==> src/rsel_pkg.sv <==
package rsel_pkg;

  // Inputs: first, second, standby
  localparam int NUM_IN = 3;
  localparam int CNT_W = 16;

  // Register map
  localparam logic [7:0] ADDR_INT_STATUS = 8'h06;
  localparam logic [7:0] ADDR_OP_STATE = 8'h09;
  localparam logic [7:0] ADDR_VALID_LO = 8'h0E;
  localparam logic [7:0] ADDR_VALID_HI = 8'h0F;
  localparam logic [7:0] ADDR_PRIO_A = 8'h19;
  localparam logic [7:0] ADDR_PRIO_B = 8'h1A;
  localparam logic [7:0] ADDR_PRIO_C = 8'h1C;
  localparam logic [7:0] ADDR_FORCE_STATE = 8'h32;
  localparam logic [7:0] ADDR_FORCE_INPUT = 8'h33;
  localparam logic [7:0] ADDR_TOL_ONE = 8'h41;
  localparam logic [7:0] ADDR_TOL_TWO = 8'h42;
  localparam logic [7:0] ADDR_MON_CFG = 8'h48;
  localparam logic [7:0] ADDR_PHASE_CFG = 8'h73;

  // Field positions
  localparam int INT_LOST_BIT = 6;
  localparam int MON_EXT_BIT = 4;
  localparam int MON_UF_BIT = 5;
  localparam int MON_TDO_BIT = 6;
  localparam int PHASE_LOST_EN_BIT = 6;
  localparam int REVERT_BIT = 3;

  // Reset values
  localparam logic [7:0] PRIO_A_RST = 8'h21;
  localparam logic [7:0] PRIO_B_RST = 8'h03;
  localparam logic [7:0] PRIO_C_RST = 8'h00;
  localparam logic [7:0] FORCE_STATE_RST = 8'h08;
  localparam logic [7:0] FORCE_INPUT_RST = 8'h0F;
  localparam logic [7:0] MON_CFG_RST = 8'h00;
  localparam logic [7:0] PHASE_CFG_RST = 8'h00;
  localparam logic [7:0] TOL_NORMAL_CODE = 8'h01;
  localparam logic [7:0] TOL_WIDE_CODE = 8'h02;

  // Selection encodings
  localparam logic [3:0] FORCE_AUTO_ZERO = 4'h0;
  localparam logic [3:0] FORCE_AUTO_ONES = 4'hF;
  localparam logic [3:0] PRIO_OFF = 4'h0;
  localparam logic [1:0] SEL_FIRST = 2'h0;
  localparam logic [1:0] SEL_SECOND = 2'h1;

  // Operating state report codes
  localparam logic [2:0] OPS_HOLDOVER = 3'h2;
  localparam logic [2:0] OPS_LOCKED = 3'h4;
  localparam logic [2:0] OPS_LOST_PHASE = 3'h5;

  // Timing: loss after two missing 8 kHz periods
  localparam int CLK_PERIOD_NS = 8;
  localparam int REF_PERIOD_NS = 125000;
  localparam int LOSS_PERIODS = 2;
  localparam int LOSS_CYCLES_DEF = LOSS_PERIODS * REF_PERIOD_NS / CLK_PERIOD_NS;
  localparam logic [2:0] STRAP_DELAY = 3'h5;

endpackage

==> src/rsel_act_mon.sv <==
`timescale 1ns/1ps
`default_nettype none

module rsel_act_mon
  import rsel_pkg::*;
#(
  parameter logic [CNT_W-1:0] LOSS_CYCLES = CNT_W'(LOSS_CYCLES_DEF)
) (
  input wire logic clk_sys,
  input wire logic reset,
  input wire logic ref_pin,
  output logic ref_lost
);

  logic [2:0] sync_q;
  logic level_q;
  logic [CNT_W-1:0] gap_q;
  wire agree = (sync_q[1] == sync_q[2]);
  wire rise = agree & sync_q[2] & ~level_q;

  // Three stages; a change counts once the last two agree
  always_ff @(posedge clk_sys) begin
    if (reset) begin
      sync_q <= 3'h0;
      level_q <= 1'b0;
    end else begin
      sync_q <= {sync_q[1:0], ref_pin};
      if (agree) begin
        level_q <= sync_q[2];
      end
    end
  end

  // Cycles since last rising edge; saturates so a dead input stays lost
  always_ff @(posedge clk_sys) begin
    if (reset) begin
      gap_q <= '0;
      ref_lost <= 1'b0;
    end else if (rise) begin
      gap_q <= '0;
      ref_lost <= 1'b0;
    end else if (gap_q != LOSS_CYCLES) begin
      gap_q <= gap_q + CNT_W'(1);
    end else begin
      ref_lost <= 1'b1;
    end
  end
endmodule

`default_nettype wire

==> src/rsel_selector.sv <==
`timescale 1ns/1ps
`default_nettype none

// What this block does
// - Two missing cycles on selected input raise no-activity and freeze the loop.
// - No-activity readable in status bit 6; phase-lost report when enabled.
// - Input returning before slow alarm is kept, no switch.
// - Locked loop uses nearest-edge capture, half-cycle window.
// - Auto mode picks best-priority valid input, then next best.
// - Revertive: switch to revalidated input of better priority.
// - Non-revertive: keep current input, flag revalidation in interrupt status bits 2:0.
// - Failing selected input causes a switch away in auto mode when another input is valid.
// - Force field all zeros or ones means automatic; resets to ones.
// - Four-bit priority per input, lower is better, zero excludes.
// - Equal priorities ordered first in first out, revertive ignored.
// - Frame-sync follows its paired clock selection and priority.
// - Ultra-fast bit: short loss switches input and sets lost flag.
// - TDO mirror of lost flag when enabled; off after reset.
// - External switching by pin high at reset or config bit 4.
// - External mode: pin high selects first input, low second.
// - Strap entry sets inputs one and two tolerance to wide default.
// - Zero single-ended priority on input one or two routes the differential variant.
// - External mode: monitoring off, loop forced locked, state reads locked.
module rsel_selector
  import rsel_pkg::*;
#(
  parameter logic [CNT_W-1:0] LOSS_CYCLES = CNT_W'(LOSS_CYCLES_DEF)
) (
  input wire logic clk_sys,
  input wire logic reset,
  input wire logic [NUM_IN-1:0] ref_in,
  input wire logic [1:0] differential_variant,
  input wire logic [NUM_IN-1:0] slow_alarm,
  input wire logic protection_switch_pin,
  input wire logic jtag_tdo,
  input wire logic jtag_tdo_oe,
  input wire logic [7:0] reg_addr,
  input wire logic reg_wr,
  input wire logic reg_rd,
  input wire logic [7:0] reg_wdata,
  output logic [7:0] reg_rdata,
  output logic reg_rvalid,
  output logic [1:0] ref_select,
  output logic ref_select_valid,
  output logic ref_use_differential,
  output logic [1:0] sync_select,
  output logic no_activity,
  output logic pll_holdover,
  output logic pll_nearest_edge,
  output logic tdo_out,
  output logic tdo_oe
);

  logic [7:0] prio_a_q, prio_b_q, prio_c_q, force_state_q, force_input_q;
  logic [7:0] tol_one_q, tol_two_q, mon_cfg_q, phase_cfg_q;
  logic lost_flag_q;
  logic [NUM_IN-1:0] reval_q, valid_q;
  logic [1:0] sel_q, sel_d;
  logic sel_ok_q, sel_ok_d;
  logic [1:0] pos_q [NUM_IN], pos_d [NUM_IN];
  logic [2:0] sw_sync_q;
  logic sw_q, strap_q;
  logic [2:0] init_cnt_q;

  // Priority nibbles per input
  wire [3:0] prio [NUM_IN];
  assign prio[0] = prio_a_q[3:0];
  assign prio[1] = prio_a_q[7:4];
  assign prio[2] = prio_b_q[3:0];

  // Mode decode
  wire ext_mode = strap_q | mon_cfg_q[MON_EXT_BIT];
  wire uf_en = mon_cfg_q[MON_UF_BIT];
  wire tdo_en = mon_cfg_q[MON_TDO_BIT];
  wire revert = force_state_q[REVERT_BIT];
  wire [3:0] force_field = force_input_q[3:0];
  wire forced = (force_field != FORCE_AUTO_ZERO) && (force_field != FORCE_AUTO_ONES);
  wire automatic_sel = !ext_mode && !forced;

  // Differential routing for the first two inputs
  wire [1:0] use_differential_variant = {prio[1] == PRIO_OFF, prio[0] == PRIO_OFF};
  wire [NUM_IN-1:0] routed = {ref_in[2],
                              use_differential_variant[1] ? differential_variant[1] : ref_in[1],
                              use_differential_variant[0] ? differential_variant[0] : ref_in[0]};

  logic [NUM_IN-1:0] lost;
  generate
    for (genvar gi = 0; gi < NUM_IN; gi++) begin : g_mon
      rsel_act_mon #(
        .LOSS_CYCLES(LOSS_CYCLES)
      ) u_mon (
        .clk_sys(clk_sys),
        .reset(reset),
        .ref_pin(routed[gi]),
        .ref_lost(lost[gi])
      );
    end
  endgenerate

  // Validity; ultra-fast lets a short loss disqualify too
  wire [NUM_IN-1:0] valid_now = ~slow_alarm & ~(lost & {NUM_IN{uf_en}});
  wire [NUM_IN-1:0] elig = valid_now & {prio[2] != PRIO_OFF, prio[1] != PRIO_OFF,
                                        prio[0] != PRIO_OFF};
  wire [NUM_IN-1:0] rise = valid_now & ~valid_q;
  wire [NUM_IN-1:0] fall = valid_q & ~valid_now;

  // Count of set bits among a masked three-bit vector
  function automatic logic [1:0] count3(input logic [NUM_IN-1:0] v);
    logic [1:0] c;
    c = 2'h0;
    for (int k = 0; k < NUM_IN; k++) begin
      c = c + {1'b0, v[k]};
    end
    return c;
  endfunction

  // Queue order for equal priorities: newcomers join at the back
  logic [NUM_IN-1:0] stay, early, ahead_gone;
  always_comb begin
    for (int i = 0; i < NUM_IN; i++) begin
      stay = valid_q & valid_now;
      stay[i] = 1'b0;
      early = '0;
      ahead_gone = '0;
      for (int j = 0; j < NUM_IN; j++) begin
        early[j] = rise[j] && (j < i);
        ahead_gone[j] = fall[j] && (pos_q[j] < pos_q[i]);
      end
      if (rise[i]) begin
        pos_d[i] = count3(stay) + count3(early);
      end else if (valid_now[i]) begin
        pos_d[i] = pos_q[i] - count3(ahead_gone);
      end else begin
        pos_d[i] = pos_q[i];
      end
    end
  end

  // Best eligible input by {priority, queue place}; lowest channel number wins exact ties
  function automatic logic [2:0] pick_best(input logic [NUM_IN-1:0] el,
                                           input logic [6*NUM_IN-1:0] keys);
    logic found;
    logic [1:0] idx;
    logic [5:0] best_key;
    found = 1'b0;
    idx = 2'h0;
    best_key = 6'h3F;
    for (int k = 0; k < NUM_IN; k++) begin
      if (el[k] && (!found || keys[6*k +: 6] < best_key)) begin
        found = 1'b1;
        idx = 2'(k);
        best_key = keys[6*k +: 6];
      end
    end
    return {found, idx};
  endfunction

  wire [6*NUM_IN-1:0] keys = {prio[2], pos_q[2], prio[1], pos_q[1], prio[0], pos_q[0]};
  wire [2:0] best = pick_best(elig, keys);
  wire best_found = best[2];
  wire [1:0] best_idx = best[1:0];
  wire cur_ok = sel_ok_q && elig[sel_q];
  wire better = best_found && (prio[best_idx] < prio[sel_q]);
  wire lost_sel = sel_ok_q && lost[sel_q] && !ext_mode;

  // Next selection: external pin, then forced, then automatic
  always_comb begin
    sel_d = sel_q;
    sel_ok_d = sel_ok_q;
    if (ext_mode) begin
      sel_d = sw_q ? SEL_FIRST : SEL_SECOND;
      sel_ok_d = 1'b1;
    end else if (forced) begin
      sel_d = 2'(force_field - 4'h1);
      sel_ok_d = (force_field <= 4'(NUM_IN));
    end else if (!cur_ok) begin
      sel_d = best_idx;
      sel_ok_d = best_found;
    end else if (revert && better) begin
      sel_d = best_idx;
    end
  end

  // Loop control: holdover on no-activity, same input resumes afterwards
  assign no_activity = lost_sel;
  assign pll_holdover = !ext_mode && (!sel_ok_q || lost_sel);
  assign pll_nearest_edge = sel_ok_q && !pll_holdover;
  wire [2:0] op_state = ext_mode ? OPS_LOCKED :
                        (lost_sel && phase_cfg_q[PHASE_LOST_EN_BIT]) ? OPS_LOST_PHASE :
                        pll_holdover ? OPS_HOLDOVER : OPS_LOCKED;

  // Outputs follow the registered selection; sync pairs with its clock
  assign ref_select = sel_q;
  assign ref_select_valid = sel_ok_q;
  assign sync_select = sel_q;
  assign ref_use_differential = (sel_q != 2'(NUM_IN - 1)) && use_differential_variant[sel_q[0]];

  // Failure flag mirrored on TDO; the scan chain owns the pin otherwise
  assign tdo_out = tdo_en ? lost_flag_q : jtag_tdo;
  assign tdo_oe = tdo_en ? 1'b1 : jtag_tdo_oe;

  // Selection state
  always_ff @(posedge clk_sys) begin
    if (reset) begin
      sel_q <= SEL_FIRST;
      sel_ok_q <= 1'b0;
      valid_q <= '0;
      for (int i = 0; i < NUM_IN; i++) begin
        pos_q[i] <= 2'h0;
      end
    end else begin
      sel_q <= sel_d;
      sel_ok_q <= sel_ok_d;
      valid_q <= valid_now;
      pos_q <= pos_d;
    end
  end

  // Switch pin sync; strap caught once the chain has settled after reset
  wire strap_take = (init_cnt_q == STRAP_DELAY - 3'h1);
  always_ff @(posedge clk_sys) begin
    if (reset) begin
      sw_sync_q <= 3'h0;
      sw_q <= 1'b0;
      init_cnt_q <= 3'h0;
      strap_q <= 1'b0;
    end else begin
      sw_sync_q <= {sw_sync_q[1:0], protection_switch_pin};
      if (sw_sync_q[1] == sw_sync_q[2]) begin
        sw_q <= sw_sync_q[2];
      end
      if (init_cnt_q != STRAP_DELAY) begin
        init_cnt_q <= init_cnt_q + 3'h1;
      end
      if (strap_take) begin
        strap_q <= sw_q;
      end
    end
  end

  // Register writes; hardware set wins over a same-cycle clear
  wire wr_int = reg_wr && (reg_addr == ADDR_INT_STATUS);
  always_ff @(posedge clk_sys) begin
    if (reset) begin
      prio_a_q <= PRIO_A_RST;
      prio_b_q <= PRIO_B_RST;
      prio_c_q <= PRIO_C_RST;
      force_state_q <= FORCE_STATE_RST;
      force_input_q <= FORCE_INPUT_RST;
      tol_one_q <= TOL_NORMAL_CODE;
      tol_two_q <= TOL_NORMAL_CODE;
      mon_cfg_q <= MON_CFG_RST;
      phase_cfg_q <= PHASE_CFG_RST;
      lost_flag_q <= 1'b0;
      reval_q <= '0;
    end else begin
      if (reg_wr) begin
        case (reg_addr)
          ADDR_PRIO_A: prio_a_q <= reg_wdata;
          ADDR_PRIO_B: prio_b_q <= reg_wdata;
          ADDR_PRIO_C: prio_c_q <= reg_wdata;
          ADDR_FORCE_STATE: force_state_q <= reg_wdata;
          ADDR_FORCE_INPUT: force_input_q <= reg_wdata;
          ADDR_TOL_ONE: tol_one_q <= reg_wdata;
          ADDR_TOL_TWO: tol_two_q <= reg_wdata;
          ADDR_MON_CFG: mon_cfg_q <= reg_wdata;
          ADDR_PHASE_CFG: phase_cfg_q <= reg_wdata;
          default: ;
        endcase
      end
      if (strap_take && sw_q) begin
        tol_one_q <= TOL_WIDE_CODE;
        tol_two_q <= TOL_WIDE_CODE;
      end
      lost_flag_q <= lost_sel | (lost_flag_q & ~(wr_int & reg_wdata[INT_LOST_BIT]));
      reval_q <= rise | (reval_q & ~({NUM_IN{wr_int}} & reg_wdata[NUM_IN-1:0]));
    end
  end

  // Read mux; unmapped addresses read zero
  logic [7:0] rd_mux;
  always_comb begin
    rd_mux = 8'h00;
    case (reg_addr)
      ADDR_INT_STATUS: rd_mux = {1'b0, lost_flag_q, 3'h0, reval_q};
      ADDR_OP_STATE: rd_mux = {5'h00, op_state};
      ADDR_VALID_LO: rd_mux = {5'h00, valid_q};
      ADDR_VALID_HI: rd_mux = {6'h00, use_differential_variant};
      ADDR_PRIO_A: rd_mux = prio_a_q;
      ADDR_PRIO_B: rd_mux = prio_b_q;
      ADDR_PRIO_C: rd_mux = prio_c_q;
      ADDR_FORCE_STATE: rd_mux = force_state_q;
      ADDR_FORCE_INPUT: rd_mux = force_input_q;
      ADDR_TOL_ONE: rd_mux = tol_one_q;
      ADDR_TOL_TWO: rd_mux = tol_two_q;
      ADDR_MON_CFG: rd_mux = mon_cfg_q;
      ADDR_PHASE_CFG: rd_mux = phase_cfg_q;
      default: rd_mux = 8'h00;
    endcase
  end

  always_ff @(posedge clk_sys) begin
    if (reset) begin
      reg_rdata <= 8'h00;
      reg_rvalid <= 1'b0;
    end else begin
      reg_rvalid <= reg_rd;
      if (reg_rd) begin
        reg_rdata <= rd_mux;
      end
    end
  end
endmodule

`default_nettype wire

==> config.mk <==
export PLATFORM = sky130hd
export DESIGN_NAME = rsel_selector
export DESIGN_NICKNAME = d
export VERILOG_FILES = /design/src/rsel_pkg.sv /design/src/rsel_act_mon.sv /design/src/rsel_selector.sv
export SDC_FILE = /design/constraint.sdc
export NUM_CORES = 1
export LEC_CHECK = 0
export BUFFER_PORTS_ARGS = -buffer_cell sky130_fd_sc_hd__buf_4
export CAP_MARGIN = 25
export CORE_MARGIN = 1.5
export CORE_UTILIZATION = 61
export DETAILED_ROUTE_END_ITERATION = 7
export PLACE_DENSITY = 0.8
export REMOVE_ABC_BUFFERS = 1
export SLEW_MARGIN = 40
export SYNTH_ARGS = -nofsm -noshare
export SYNTH_HDL_FRONTEND = slang
export SYNTH_SLANG_ARGS = --single-unit
export TNS_END_PERCENT = 30
==> constraint.sdc <==
create_clock -name clk_sys -period 6.9 [get_ports clk_sys]
set_input_delay 1.38 -clock clk_sys [delete_from_list [all_inputs] [get_ports clk_sys]]
set_output_delay 1.38 -clock clk_sys [all_outputs]
set_load 0.03 [all_outputs]
== Word level (Yosys, flattened, before mapping) ==
Cells that the tools add are included.

* Logic and storage cells: 235
* Output and inout bits: 20
* Bits in registers: 168

* Reductions and logical operators: 58
* Eq/ne operators: 26
* $lt $le $gt $ge: 17
* Mux-type cells: 47
* Add/sub/neg operators: 20
* Bitwise operators: 30

{| class="wikitable"
|+ Operators by type and width
! cell !! count
|-
| $pmux W8 S13 || 1
|-
| $add A16 B1 Y16 const B || 3
|-
| $ne A16 B15 Y1 const B || 3
|-
| $mux W2 || 17
|-
| $eq A8 B7 Y1 const B || 4
|-
| $and A3 B3 Y3 || 8
|-
| $eq A8 B4 Y1 const B || 3
|-
| $eq A8 B5 Y1 const B || 3
|-
| $logic_and A1 B1 Y1 || 23
|-
| $reduce_and A2 Y1 || 11
|-
| $lt A2 B2 Y1 || 9
|-
| $bmux W4 S2 || 2
|-
| $eq A8 B6 Y1 const B || 2
|-
| $mux W1 || 16
|-
| $mux W4 || 4
|-
| $reduce_bool A4 Y1 || 4
|-
| $not A3 Y3 || 5
|-
| $add A1 B1 Y2 || 7
|-
| $lt A6 B6 Y1 || 2
|-
| $mux W6 || 2
|-
| $reduce_bool A2 Y1 || 6
|-
| $mux W3 || 3
|-
| $add A2 B1 Y2 || 4
|-
| $and A1 B1 Y1 || 8
|-
| other kinds (25) || 48
|}

== Longest topological paths before layout ==
Gate-level depths: netlist (run 1).

* Depth in word-level cells: 24
* Mapped depth: 28
* Gate-level depth less buffers: 25

== Hierarchy ==
From an unflattened synthesis (run 1), not the netlist that was laid out.

* Cell total of the unflattened synthesis: 1064
* Area total of the unflattened synthesis: 8989.9 um^2

{| class="wikitable"
|+ Modules (own cells, without submodules)
! module !! area each (um^2) !! cells an instance !! instances !! seq. area each (um^2)
|-
| rsel_selector || 5964.5 || 737 || 1 || 2102.0
|-
| rsel_act_mon || 1008.5 || 109 || 3 || 420.4
|}

== Worst setup path before layout (run 1) ==
No wires, ideal clock.

* Kind: in2reg
* Start point: input slow_alarm[0]
* End point: register sel_q[0], in the netlist ref_select[0]
* Buffers on the path: 2
* Setup time: 0.072 ns
* Stages on the path: 25
* Setup slack: 1.041 ns
* Data required time: 6.828 ns
* Data arrival time: 5.787 ns
* Path through: a21oi_1 > nand2b_1 > clkbuf_1 > nor2_1 > ha_1 > a211oi_1 > nand2_1 > o221ai_2 > nand2_2 > clkbuf_1 > nand2_1 > o21ai_0 > ha_1 > a21oi_1 > o21ai_0 > or4_1 > a31o_2 > o21ai_2 > o21ai_0 > ha_1 > nand3_1 > a211oi_1 > o211ai_1 > o211ai_2 > mux2i_1

* Cells in the longest elaborated chain, start to end: 20

{| class="wikitable"
|+ Ends and longest elaborated chain
! element !! RTL line !! text
|-
| from (decl) || rsel_selector.sv:33 || <nowiki>input wire logic [NUM_IN-1:0] slow_alarm,</nowiki>
|-
| $not A3 Y3 (*) || rsel_selector.sv:101 || <nowiki>wire [NUM_IN-1:0] valid_now = ~slow_alarm & ~(lost & {NUM_IN{uf_en}});</nowiki>
|-
| $and A3 B3 Y3 (*) || rsel_selector.sv:101 ||
|-
| $and A3 B3 Y3 (*) || rsel_selector.sv:102 || <nowiki>wire [NUM_IN-1:0] elig = valid_now & {prio[2] != PRIO_OFF, prio[1] != PRIO_OFF,</nowiki>
|-
| $mux W6 / $mux W1 (equally long branches) || rsel_selector.sv:149 || <nowiki>if (el[k] && (!found || keys[6*k +: 6] < best_key)) begin</nowiki>
|-
| $lt A6 B6 Y1 / $logic_not A1 Y1 (equally long branches) || rsel_selector.sv:149 ||
|-
| $logic_or A1 B1 Y1 || rsel_selector.sv:149 ||
|-
| $logic_and A1 B1 Y1 || rsel_selector.sv:149 ||
|-
| $mux W6 / $mux W1 (equally long branches) || rsel_selector.sv:149 ||
|-
| (+3 left out) || - ||
|-
| $mux W2 || rsel_selector.sv:149 ||
|-
| $not A2 Y3 (implied by the code) || rsel_selector.sv:163 || <nowiki>wire better = best_found && (prio[best_idx] < prio[sel_q]);</nowiki>
|-
| $bmux W4 S2 || rsel_selector.sv:163 ||
|-
| $mux W4 (implied by the code) (2 in a row) || rsel_selector.sv:163 ||
|-
| $lt A4 B4 Y1 || rsel_selector.sv:163 ||
|-
| $logic_and A1 B1 Y1 || rsel_selector.sv:163 ||
|-
| $logic_and A1 B1 Y1 || rsel_selector.sv:179 || <nowiki>end else if (revert && better) begin</nowiki>
|-
| $ne A4 B3 Y1 (no line) || - ||
|-
| to (signal assigned) || rsel_selector.sv:212 || <nowiki>sel_q <= sel_d;</nowiki>
|-
| to (decl) || rsel_selector.sv:58 || <nowiki>logic [1:0] sel_q, sel_d;</nowiki>
|}

Mark *: on every way between the ends. The rest lies on a longest branch, timed or not. The select of a mux whose other input is x is not followed.
A chain may end at the register's enable or synchronous reset.

== Final worst setup path (run 1) ==
Same ends and word-level chain as after synthesis.

==> results.ini, run 1 <==
[run_status]
outcome=finished, final reports clean

[pwr]
peakVddDrop_uv=188.9
p_clk_frac=0.440
share_comb_of_total_power=0.096
p_switching_uw=541.1
power.internal_uw=1653
p_leak_uw=0.003586
p_sw_frac=0.2466
p_per_area_nw_per_um2=228.8
power_uw=2194
p_seq_frac=0.464

[final_layout]
area_growth_pct=11.72
drive_above_1_share=0.1101
nets=1124
final_common_cell=dfxtp_1
antennaDiodeCount=0
layout_common_cells=dfxtp_1, nand2_1, nor2_1, nand3_1, a21oi_1
final_cells=1243

[worst_setup_path]
crit_path_top_delay_cell=or4_1
worstReg2RegEnd=ref_select[0]$_SDFFE_PP0P_
cp.depth=24
r2r_start=prio_a_q[0]$_SDFFE_PP1P_
path_cells=buf_4, a21oi_1, nand2b_1, nor2_1, ha_1, a211oi_1, nand2_1, o221ai_2, nand2_2, nand2_1, o21ai_0, ha_1, a21oi_1, o21ai_0, or4_1, a31o_2, o21ai_2, o21ai_0, ha_1, nand3_1, a211oi_1, o211ai_1, o211ai_2, mux2i_1
rrSetupSlack_ps=1130
slowest_delay_ps=460
crit_type=input pin to flop
critPathLaunchType=input pin
worstPathMaxFanout=15
cp.arrival_ps=6440
r2r_cells=23
critical_path_required_ps=7260
critical-path-top-delay-family=compound AO/OA/AOI/OAI gates
crit_path_end_kind=flop
crit_buf_inv=1

[flow_run]
cap_violations=0

[floorplan]
fp.coreArea_sq_um=13830
io_pins=51
num_rows=43
dieArea_sq_um=14790
dieWidth_um=121.6
floorplan.initialDensity=0.6208
die_y_um=121.6

[drt]
drt_pass1_iterations=5
wirelength_um=20140
first_iter_violations=715
viasPerCell=5.973
vias=7424
wl_per_cell_um=16.20
ant_nets=0
drc_errors=0

[timing]
tightest_slew_ps=838.5
timing.final.crit_share=0.8814
fin_tns_setup_ps=0
finalSetupViolations=0
hold_viol_final=0
final.setup_skew_ps=10.41
slew-limit-headroom=0.4410
fin_crit_ps=6082
drv_slew=0
rsz0062_at_grt=false
fmax_mhz=164.4

[hold_path]
holdPathStages=1
min_to=g_mon[0].u_mon.sync_q[1]$_SDFF_PP0_
hp-class=flop to flop
hp-start=g_mon[0].u_mon.sync_q[0]$_SDFF_PP0_

[cts]
cts_tree=yes
clock_path_buffers=2
cts_resized=0
clk-insertion-delay-late_ps=440
cts_hold_buf=0
cts_buffers=17
clock-sinks=168
clk_pin_slew_ps=60
cts_setup_buffers=0
htreeDepth=4
ctsRootBufferMaster=clkbuf_16

[placement]
gp_congestion=0.9443
post-dp-hpwl_um=13950
dp.cells=1210
portBuffers=50

[global_route]
grt_pass1_vias=6718
antenna_found_initial=0
grt_max_degree=82
grt_overflow=0
grt_pass1_wl_um=33400
grt.total_usage=0.2849

[logic_synthesis]
synth-edff-count=0
ys.flop_type=dfxtp_1
async_flop_share=0
synth_cell_types=68
ys_ff_latch=168
synth-seq-area-share=0.3918
syn_area_sq_um=8583
syn_area_per_cell_sq_um=8.317
ys.warnings.count=0
synthCells=1032

area by class of cell:
type                       instances  area [sq um]
clock buffer                      22         454.2
multi-input combinational        775          4851
inverter                          29         108.9
timing repair buffer              59         442.9
tap                              180         225.2
clock inverter                    10         143.9
fill                            1095          4238
sequential                       168          3363
power by group through the flow:
stage                     registers [uW]  clock network, uW  logic, uW
final                               1020                965        211
after global routing                1020               1020        235
after CTS                           1020                977        210
after detailed placement            1040                  0        208
after global placement              1040                  0        204
after floorplan                     1040                  0        116
through the flow:
| stage | worst slack, ps | utilization | hold WS, ps | instance area [sq um] |
|---|---|---|---|---|
| 5_1_grt | 234.6 | 0.6935 | 450.4 | 9589 |
| 6_report | 818.0 | 0.6935 | 433.8 | 9589 |
| 3_3_place_gp | 567.7 | 0.6492 | 416.3 | 8976 |
| 2_1_floorplan | 1183 | - | 413.8 | 8323 |
| 4_1_cts | 854.8 | 0.6930 | 438.7 | 9582 |
| 3_5_place_dp | 432.8 | 0.6497 | 428.1 | 8984 |
cell usage after synthesis (5+ instances only):
| library cell | count | area [sq um] |
|---|---|---|
| a211o_1 | 9 | 78.83 |
| a211oi_1 | 15 | 112.6 |
| a21o_1 | 10 | 75.07 |
| a21oi_1 | 93 | 465.5 |
| a221oi_1 | 8 | 70.07 |
| a222oi_1 | 5 | 50.05 |
| a22oi_1 | 18 | 135.1 |
| a311oi_1 | 8 | 70.07 |
| and3_1 | 16 | 100.1 |
| buf_1 | 5 | 18.77 |
| buf_2 | 6 | 30.03 |
| buf_4 | 7 | 52.55 |
| clkbuf_1 | 41 | 153.9 |
| dfxtp_1 | 168 | 3363 |
| fa_1 | 7 | 140.1 |
| ha_1 | 36 | 450.4 |
| inv_1 | 29 | 108.9 |
| mux2i_1 | 23 | 230.2 |
| nand2_1 | 130 | 488.0 |
| nand2b_1 | 10 | 62.56 |
| nand3_1 | 96 | 480.5 |
| nand4_1 | 15 | 93.84 |
| nor2_1 | 110 | 412.9 |
| nor2b_1 | 18 | 112.6 |
| nor3_1 | 11 | 55.05 |
| nor4_1 | 6 | 37.54 |
| o21ai_0 | 19 | 95.09 |
| or3_1 | 6 | 37.54 |
| xnor2_1 | 19 | 166.4 |
| xor2_1 | 26 | 227.7 |
kinds of logic (layout without fill, tap and decap cells):
group,count (synthesis),count (layout),synth area share
muxes,27,27,0.03294
buffers and inverters,89,120,0.04300
AOI/OAI and AO/OA,206,206,0.1557
and+or+nand+nor,454,454,0.2618
adders and majority gates,43,43,0.06880
DFF,168,168,0.3918
xor gates and xnor gates,45,45,0.04592
per-layer routing:
metal / global-route usage / up-vias / part of all wire
li1: - / 3674 / -
met1: 0.3711 / 3486 / 0.45
met2: 0.4700 / 225 / 0.48
met3: 0.04448 / 39 / 0.051
met4: 0.1228 / 0 / 0.026
met5: 0 / - / 0
registers in the layout (all words and copies together) (netlist names), 6 cells and up:
register	count
prio_c_q	8
prio_a_q	8
reg_rdata	8
tol_one_q	8
phase_cfg_q	8
prio_b_q	8
g_mon.u_mon.gap_q	48
tol_two_q	8
mon_cfg_q	8
force_input_q	8
force_state_q	8
keys	6
g_mon.u_mon.sync_q	9
worst max-delay path by stage:
stage / slack (ps) / end / from
after global routing: 230 / ref_select[0]$_SDFFE_PP0P_ / slow_alarm[0]
after floorplan: 1180 / ref_select[1]$_SDFFE_PP0P_ / slow_alarm[0]
after CTS: 850 / ref_select[0]$_SDFFE_PP0P_ / slow_alarm[0]
after global placement: 570 / ref_select[1]$_SDFFE_PP0P_ / slow_alarm[0]
final: 820 / ref_select[0]$_SDFFE_PP0P_ / slow_alarm[0]
after detailed placement: 430 / ref_select[0]$_SDFFE_PP0P_ / slow_alarm[0]
(Power assumes the default switching activity.)
==> run 2: changes to the inputs <==
--- a/config.mk
+++ b/config.mk
@@ -11,6 +11,7 @@
 export CORE_UTILIZATION = 61
 export DETAILED_ROUTE_END_ITERATION = 7
 export PLACE_DENSITY = 0.8
+export RECOVER_POWER = 100
 export REMOVE_ABC_BUFFERS = 1
 export SLEW_MARGIN = 40
 export SYNTH_ARGS = -nofsm -noshare
==> run 2 against run 1 <==
  * First-iteration DRC count rose by 1.5%
  * Sequential share of layout area rose by 0.71 points
  * Largest power group unchanged
  * The run now ends with capacitance limit, slew limit left
  * Fmax fell by 0.35%
  * Sequential power barely moved
  * Combinational power fell by 5%
  * Worst setup slack got worse by 21 ps
  * Total power fell by 0.47%
  * Critical path type unchanged
  * Final area fell by 2.0%
  * Flip-flop and latch count did not move
  * Register-to-register slack barely moved
==> results.ini, run 2 (same netlist as run 1, synthesis figures left out) <==
[run_status]
outcome=complete, but fails checks
violations=capacitance limit, slew limit

[global_route]
antenna_found_initial=0
grt_overflow=0
grt_pass1_wl_um=33400
grt_pass1_vias=6718
grt.total_usage=0.2849
grt_max_degree=82

[pwr]
p_per_area_nw_per_um2=232.3
peakVddDrop_uv=188.4
p_leak_uw=0.003421

[cts]
cts_buffers=17
clk-insertion-delay-late_ps=440
htreeDepth=4
cts_resized=0
ctsRootBufferMaster=clkbuf_16
cts_hold_buf=0
clock_path_buffers=2
clock-sinks=168
cts_tree=yes
cts_setup_buffers=0
clk_pin_slew_ps=60

[worst_setup_path]
worstPathMaxFanout=15
critPathLaunchType=input pin
crit_path_end_kind=flop
crit_buf_inv=1
slowest_delay_ps=460
cp.arrival_ps=6460
critical-path-top-delay-family=compound AO/OA/AOI/OAI gates
path_cells=buf_4, a21oi_1, nand2b_1, nor2_1, ha_1, a211oi_1, nand2_1, o221ai_2, nand2_2, nand2_1, o21ai_0, ha_1, a21oi_1, o21ai_0, or4_1, a31o_2, o21ai_2, o21ai_0, ha_1, nand3_1, a211oi_1, o211ai_1, o211ai_2, mux2i_1
critical_path_required_ps=7260
crit_path_top_delay_cell=or4_1
crit_type=input pin to flop

[floorplan]
fp.coreArea_sq_um=13830
num_rows=43
dieArea_sq_um=14790
io_pins=51
die_y_um=121.6
dieWidth_um=121.6
floorplan.initialDensity=0.6208

[timing]
tightest_slew_ps=1865
final.setup_skew_ps=10.77
finalWorstSetupSlack_ps=796.5
hold_viol_final=0
rsz0062_at_grt=false
fin_crit_ps=6103
fmax_mhz=163.8
finalSetupViolations=0
fin_tns_setup_ps=0
drv_slew=83
timing.final.crit_share=0.8846
slew-limit-headroom=-0.2436

[drt]
vias=7437
first_iter_violations=726
viasPerCell=5.983
drt_pass1_iterations=6
wirelength_um=20180
ant_nets=0
drc_errors=0
wl_per_cell_um=16.23

[final_layout]
regMostFlops=g_mon.u_mon.gap_q
final_cells=1243
reg_top3=g_mon.u_mon.gap_q x48, g_mon.u_mon.sync_q x9
stdcell_area_sq_um=9399
layout_common_cells=dfxtp_1, nand2_1, nor2_1, nand3_1, a21oi_1
antennaDiodeCount=0
area_growth_pct=9.504
drive_above_1_share=0.07338
final_common_cell=dfxtp_1
nets=1124
largest_register_ffs=48

[flow_run]
cap_violations=2

[hold_path]
hp-class=flop to flop

[placement]
dpl_cell_area_sq_um=8984
dp.cells=1210
post-place-ws_ps=432.8
post-dp-hpwl_um=13950
portBuffers=50
gp_congestion=0.9443

[run 2: report_power, final]
part / switching, uW / internal (uW)
clock: 385 / 580
combinational: 126 / 74.9
sequential: 27.9 / 990
[run 2: worst paths after layout]
| path | endpoint | slack (ps) | depth (start not counted) | from |
|---|---|---|---|---|
| setup / recovery | ref_select[0]$_SDFFE_PP0P_ | 800 | 24 | slow_alarm[0] |
| setup reg to reg | ref_select[0]$_SDFFE_PP0P_ | 1120 | 23 | prio_a_q[0]$_SDFFE_PP1P_ |
| hold reg to reg | g_mon[0].u_mon.sync_q[1]$_SDFF_PP0_ | 430 | 1 | g_mon[0].u_mon.sync_q[0]$_SDFF_PP0_ |
| hold / removal | g_mon[0].u_mon.sync_q[1]$_SDFF_PP0_ | 430 | 1 | g_mon[0].u_mon.sync_q[0]$_SDFF_PP0_ |
[run 2: area by class of cell]
type	instances	area (sq um)
multi-input combinational	775	4777
fill	1142	4428
sequential	168	3363
clock buffer	22	454.2
timing repair buffer	59	326.6
tap	180	225.2
clock inverter	10	143.9
inverter	29	108.9
[run 2: routing by layer]
layer | global-route usage | vias to the layer above | routed length, um
met4 | 0.1228 | 0 | 462
met3 | 0.04448 | 34 | 1029
met5 | 0 | - | 0
met2 | 0.4700 | 216 | 9713
met1 | 0.3711 | 3508 | 8974
li1 | - | 3679 | -
[run 2: metrics by stage]
stage	hold slack (ps)	util	power, uW
after CTS	438.7	0.6930	2204
final	433.7	0.6798	2184
after detailed placement	428.1	0.6497	1247
after global routing	450.4	0.6798	2268
after global placement	416.3	0.6492	1243
after floorplan	413.8	-	1159
==> run 3: changes to the inputs <==
==> constraint.sdc (replaced) <==
create_clock -name clk_sys -period 6.7 [get_ports clk_sys]
set_input_delay 1.34 -clock clk_sys [delete_from_list [all_inputs] [get_ports clk_sys]]
set_output_delay 1.34 -clock clk_sys [all_outputs]
set_load 0.03 [all_outputs]
==> run 3 against run 2 <==
  * The flow still finishes with violations (capacitance limit, slew limit)
  * Total power grew 3.2%
  * Critical path type unchanged
  * Sequential power barely moved
  * Highest routed layer unchanged
  * Worst setup slack got worse by 160 ps
  * Critical endpoint unchanged
==> results.ini, run 3 (same netlist as run 1, synthesis figures left out) <==
[floorplan]
num_rows=43
dieWidth_um=121.6
floorplan.initialDensity=0.6208
io_pins=51
dieArea_sq_um=14790
die_y_um=121.6
fp.coreArea_sq_um=13830

[pwr]
peakVddDrop_uv=173.1
p_leak_uw=0.003508
p_sw_frac=0.2535
p_switching_uw=571.2
p_per_area_nw_per_um2=237.0
p_clk_frac=0.441
power.internal_uw=1682
p_seq_frac=0.465
share_comb_of_total_power=0.094

[timing]
tightest_slew_ps=3898
hold_viol_final=0
rsz0062_at_grt=false
hold_ws_ps=444.6
final.setup_skew_ps=7.353
finalWorstSetupSlack_ps=637.0
fin_tns_setup_ps=0
fmax_mhz=164.9
finalSetupViolations=0
slew-limit-headroom=-1.598
timing.final.crit_share=0.9049
fin_crit_ps=6063
drv_slew=87

[worst_setup_path]
critPathLaunchType=input pin
rrSetupSlack_ps=950
crit_path_end_kind=flop
crit_type=input pin to flop
worstReg2RegEnd=ref_select[0]$_SDFFE_PP0P_
critical_path_required_ps=7060
r2r_start=prio_a_q[0]$_SDFFE_PP1P_
cp.arrival_ps=6420
r2r_cells=23
worstPathMaxFanout=15

[drt]
drt_pass1_iterations=5
vias=7494
first_iter_violations=544
ant_nets=0
drc_errors=0
wirelength_um=20450
wl_per_cell_um=16.46
viasPerCell=6.034

[final_layout]
nets=1123
reg_top3=g_mon.u_mon.gap_q x48, g_mon.u_mon.sync_q x9
nFillCells=1149
drive_above_1_share=0.09228
area_growth_pct=10.77
largest_register_ffs=48
finish.utilization=0.6876
layout_common_cells=dfxtp_1, nand2_1, nor2_1, nand3_1, a21oi_1
final_common_cell=dfxtp_1
stdcell_area_sq_um=9508
regMostFlops=g_mon.u_mon.gap_q
antennaDiodeCount=0

[hold_path]
holdPathStages=1
hp-class=flop to flop
hp-start=g_mon[2].u_mon.sync_q[0]$_SDFF_PP0_
min_to=g_mon[2].u_mon.sync_q[1]$_SDFF_PP0_

[global_route]
grt_pass1_wl_um=33490
grt_pass1_vias=6732
grt_max_degree=87
antenna_found_initial=0
grt_overflow=0
grt.total_usage=0.2846

[placement]
post-place-ws_ps=273.6
post-dp-hpwl_um=14010
dpl_cell_area_sq_um=8987
gp_congestion=0.9420
portBuffers=50

[cts]
cts_tree=yes
cts_resized=0
clk-insertion-delay-late_ps=430
cts_buffers=17
htreeDepth=4
clock_path_buffers=2
clock-sinks=168
cts_hold_buf=0
clk_pin_slew_ps=70
cts_setup_buffers=0
ctsRootBufferMaster=clkbuf_16

[run_status]
violations=capacitance limit, slew limit
outcome=complete, but fails checks

[flow_run]
cap_violations=1

run 3: area by class of cell:
type / count / area (sq um) / area share
Clock inverter: 12 / 140.1 / 0.01474
Sequential cell: 168 / 3363 / 0.3537
Tap cell: 180 / 225.2 / 0.02369
Clock buffer: 20 / 466.7 / 0.04909
Inverter: 29 / 108.9 / 0.01145
Multi-Input combinational cell: 775 / 4851 / 0.5102
Timing Repair Buffer: 58 / 352.8 / 0.03711
run 3: worst max-delay path, cell delays in order:
cell and delay [ps]:
buf_4 110, a21oi_1 250, nand2b_1 250, nor2_1 200, ha_1 270, a211oi_1 220
nand2_1 90, o221ai_2 270, nand2_2 260, nand2_1 140, o21ai_0 100, ha_1 310
a21oi_1 140, o21ai_0 130, or4_1 460, a31o_2 260, o21ai_2 260, o21ai_0 150
ha_1 310, nand3_1 100, a211oi_1 210, o211ai_1 140, o211ai_2 230, mux2i_1 210
run 3: stage by stage:
| stage | cells | total power, uW |
|---|---|---|
| 2_1_floorplan | 972 | 1193 |
| 3_3_place_gp | 1208 | 1280 |
| 3_5_place_dp | 1210 | 1284 |
| 4_1_cts | 1242 | 2268 |
| 5_1_grt | 1242 | 2334 |
| 6_report | 1242 | 2254 |
run 3: layer usage:
layer / GRT usage / vias up / wire length [um]
met5: 0 / - / 0
met4: 0.09191 / 0 / 520
met3: 0.04963 / 42 / 1080
met2: 0.4785 / 237 / 9729
met1: 0.3721 / 3543 / 9116
li1: - / 3672 / -
run 3: power by group through the flow:
stage	sequential (uW)	combinational [uW]	clock [uW]
detailed placement	1070	214	0
global route	1050	235	1050
finish	1050	211	994
global placement	1070	210	0
CTS	1050	217	1000
floorplan	1070	120	0
run 3: worst max-delay path by stage:
stage | from | end | slack (ps) | cells past startpoint
3_5_place_dp | slow_alarm[0] | ref_select[0]$_SDFFE_PP0P_ | 270 | 24
3_3_place_gp | slow_alarm[0] | ref_select[1]$_SDFFE_PP0P_ | 410 | 24
4_1_cts | slow_alarm[0] | ref_select[0]$_SDFFE_PP0P_ | 710 | 24
2_1_floorplan | slow_alarm[0] | ref_select[1]$_SDFFE_PP0P_ | 1020 | 23
6_report | slow_alarm[0] | ref_select[0]$_SDFFE_PP0P_ | 640 | 24
5_1_grt | slow_alarm[0] | ref_select[0]$_SDFFE_PP0P_ | 120 | 23
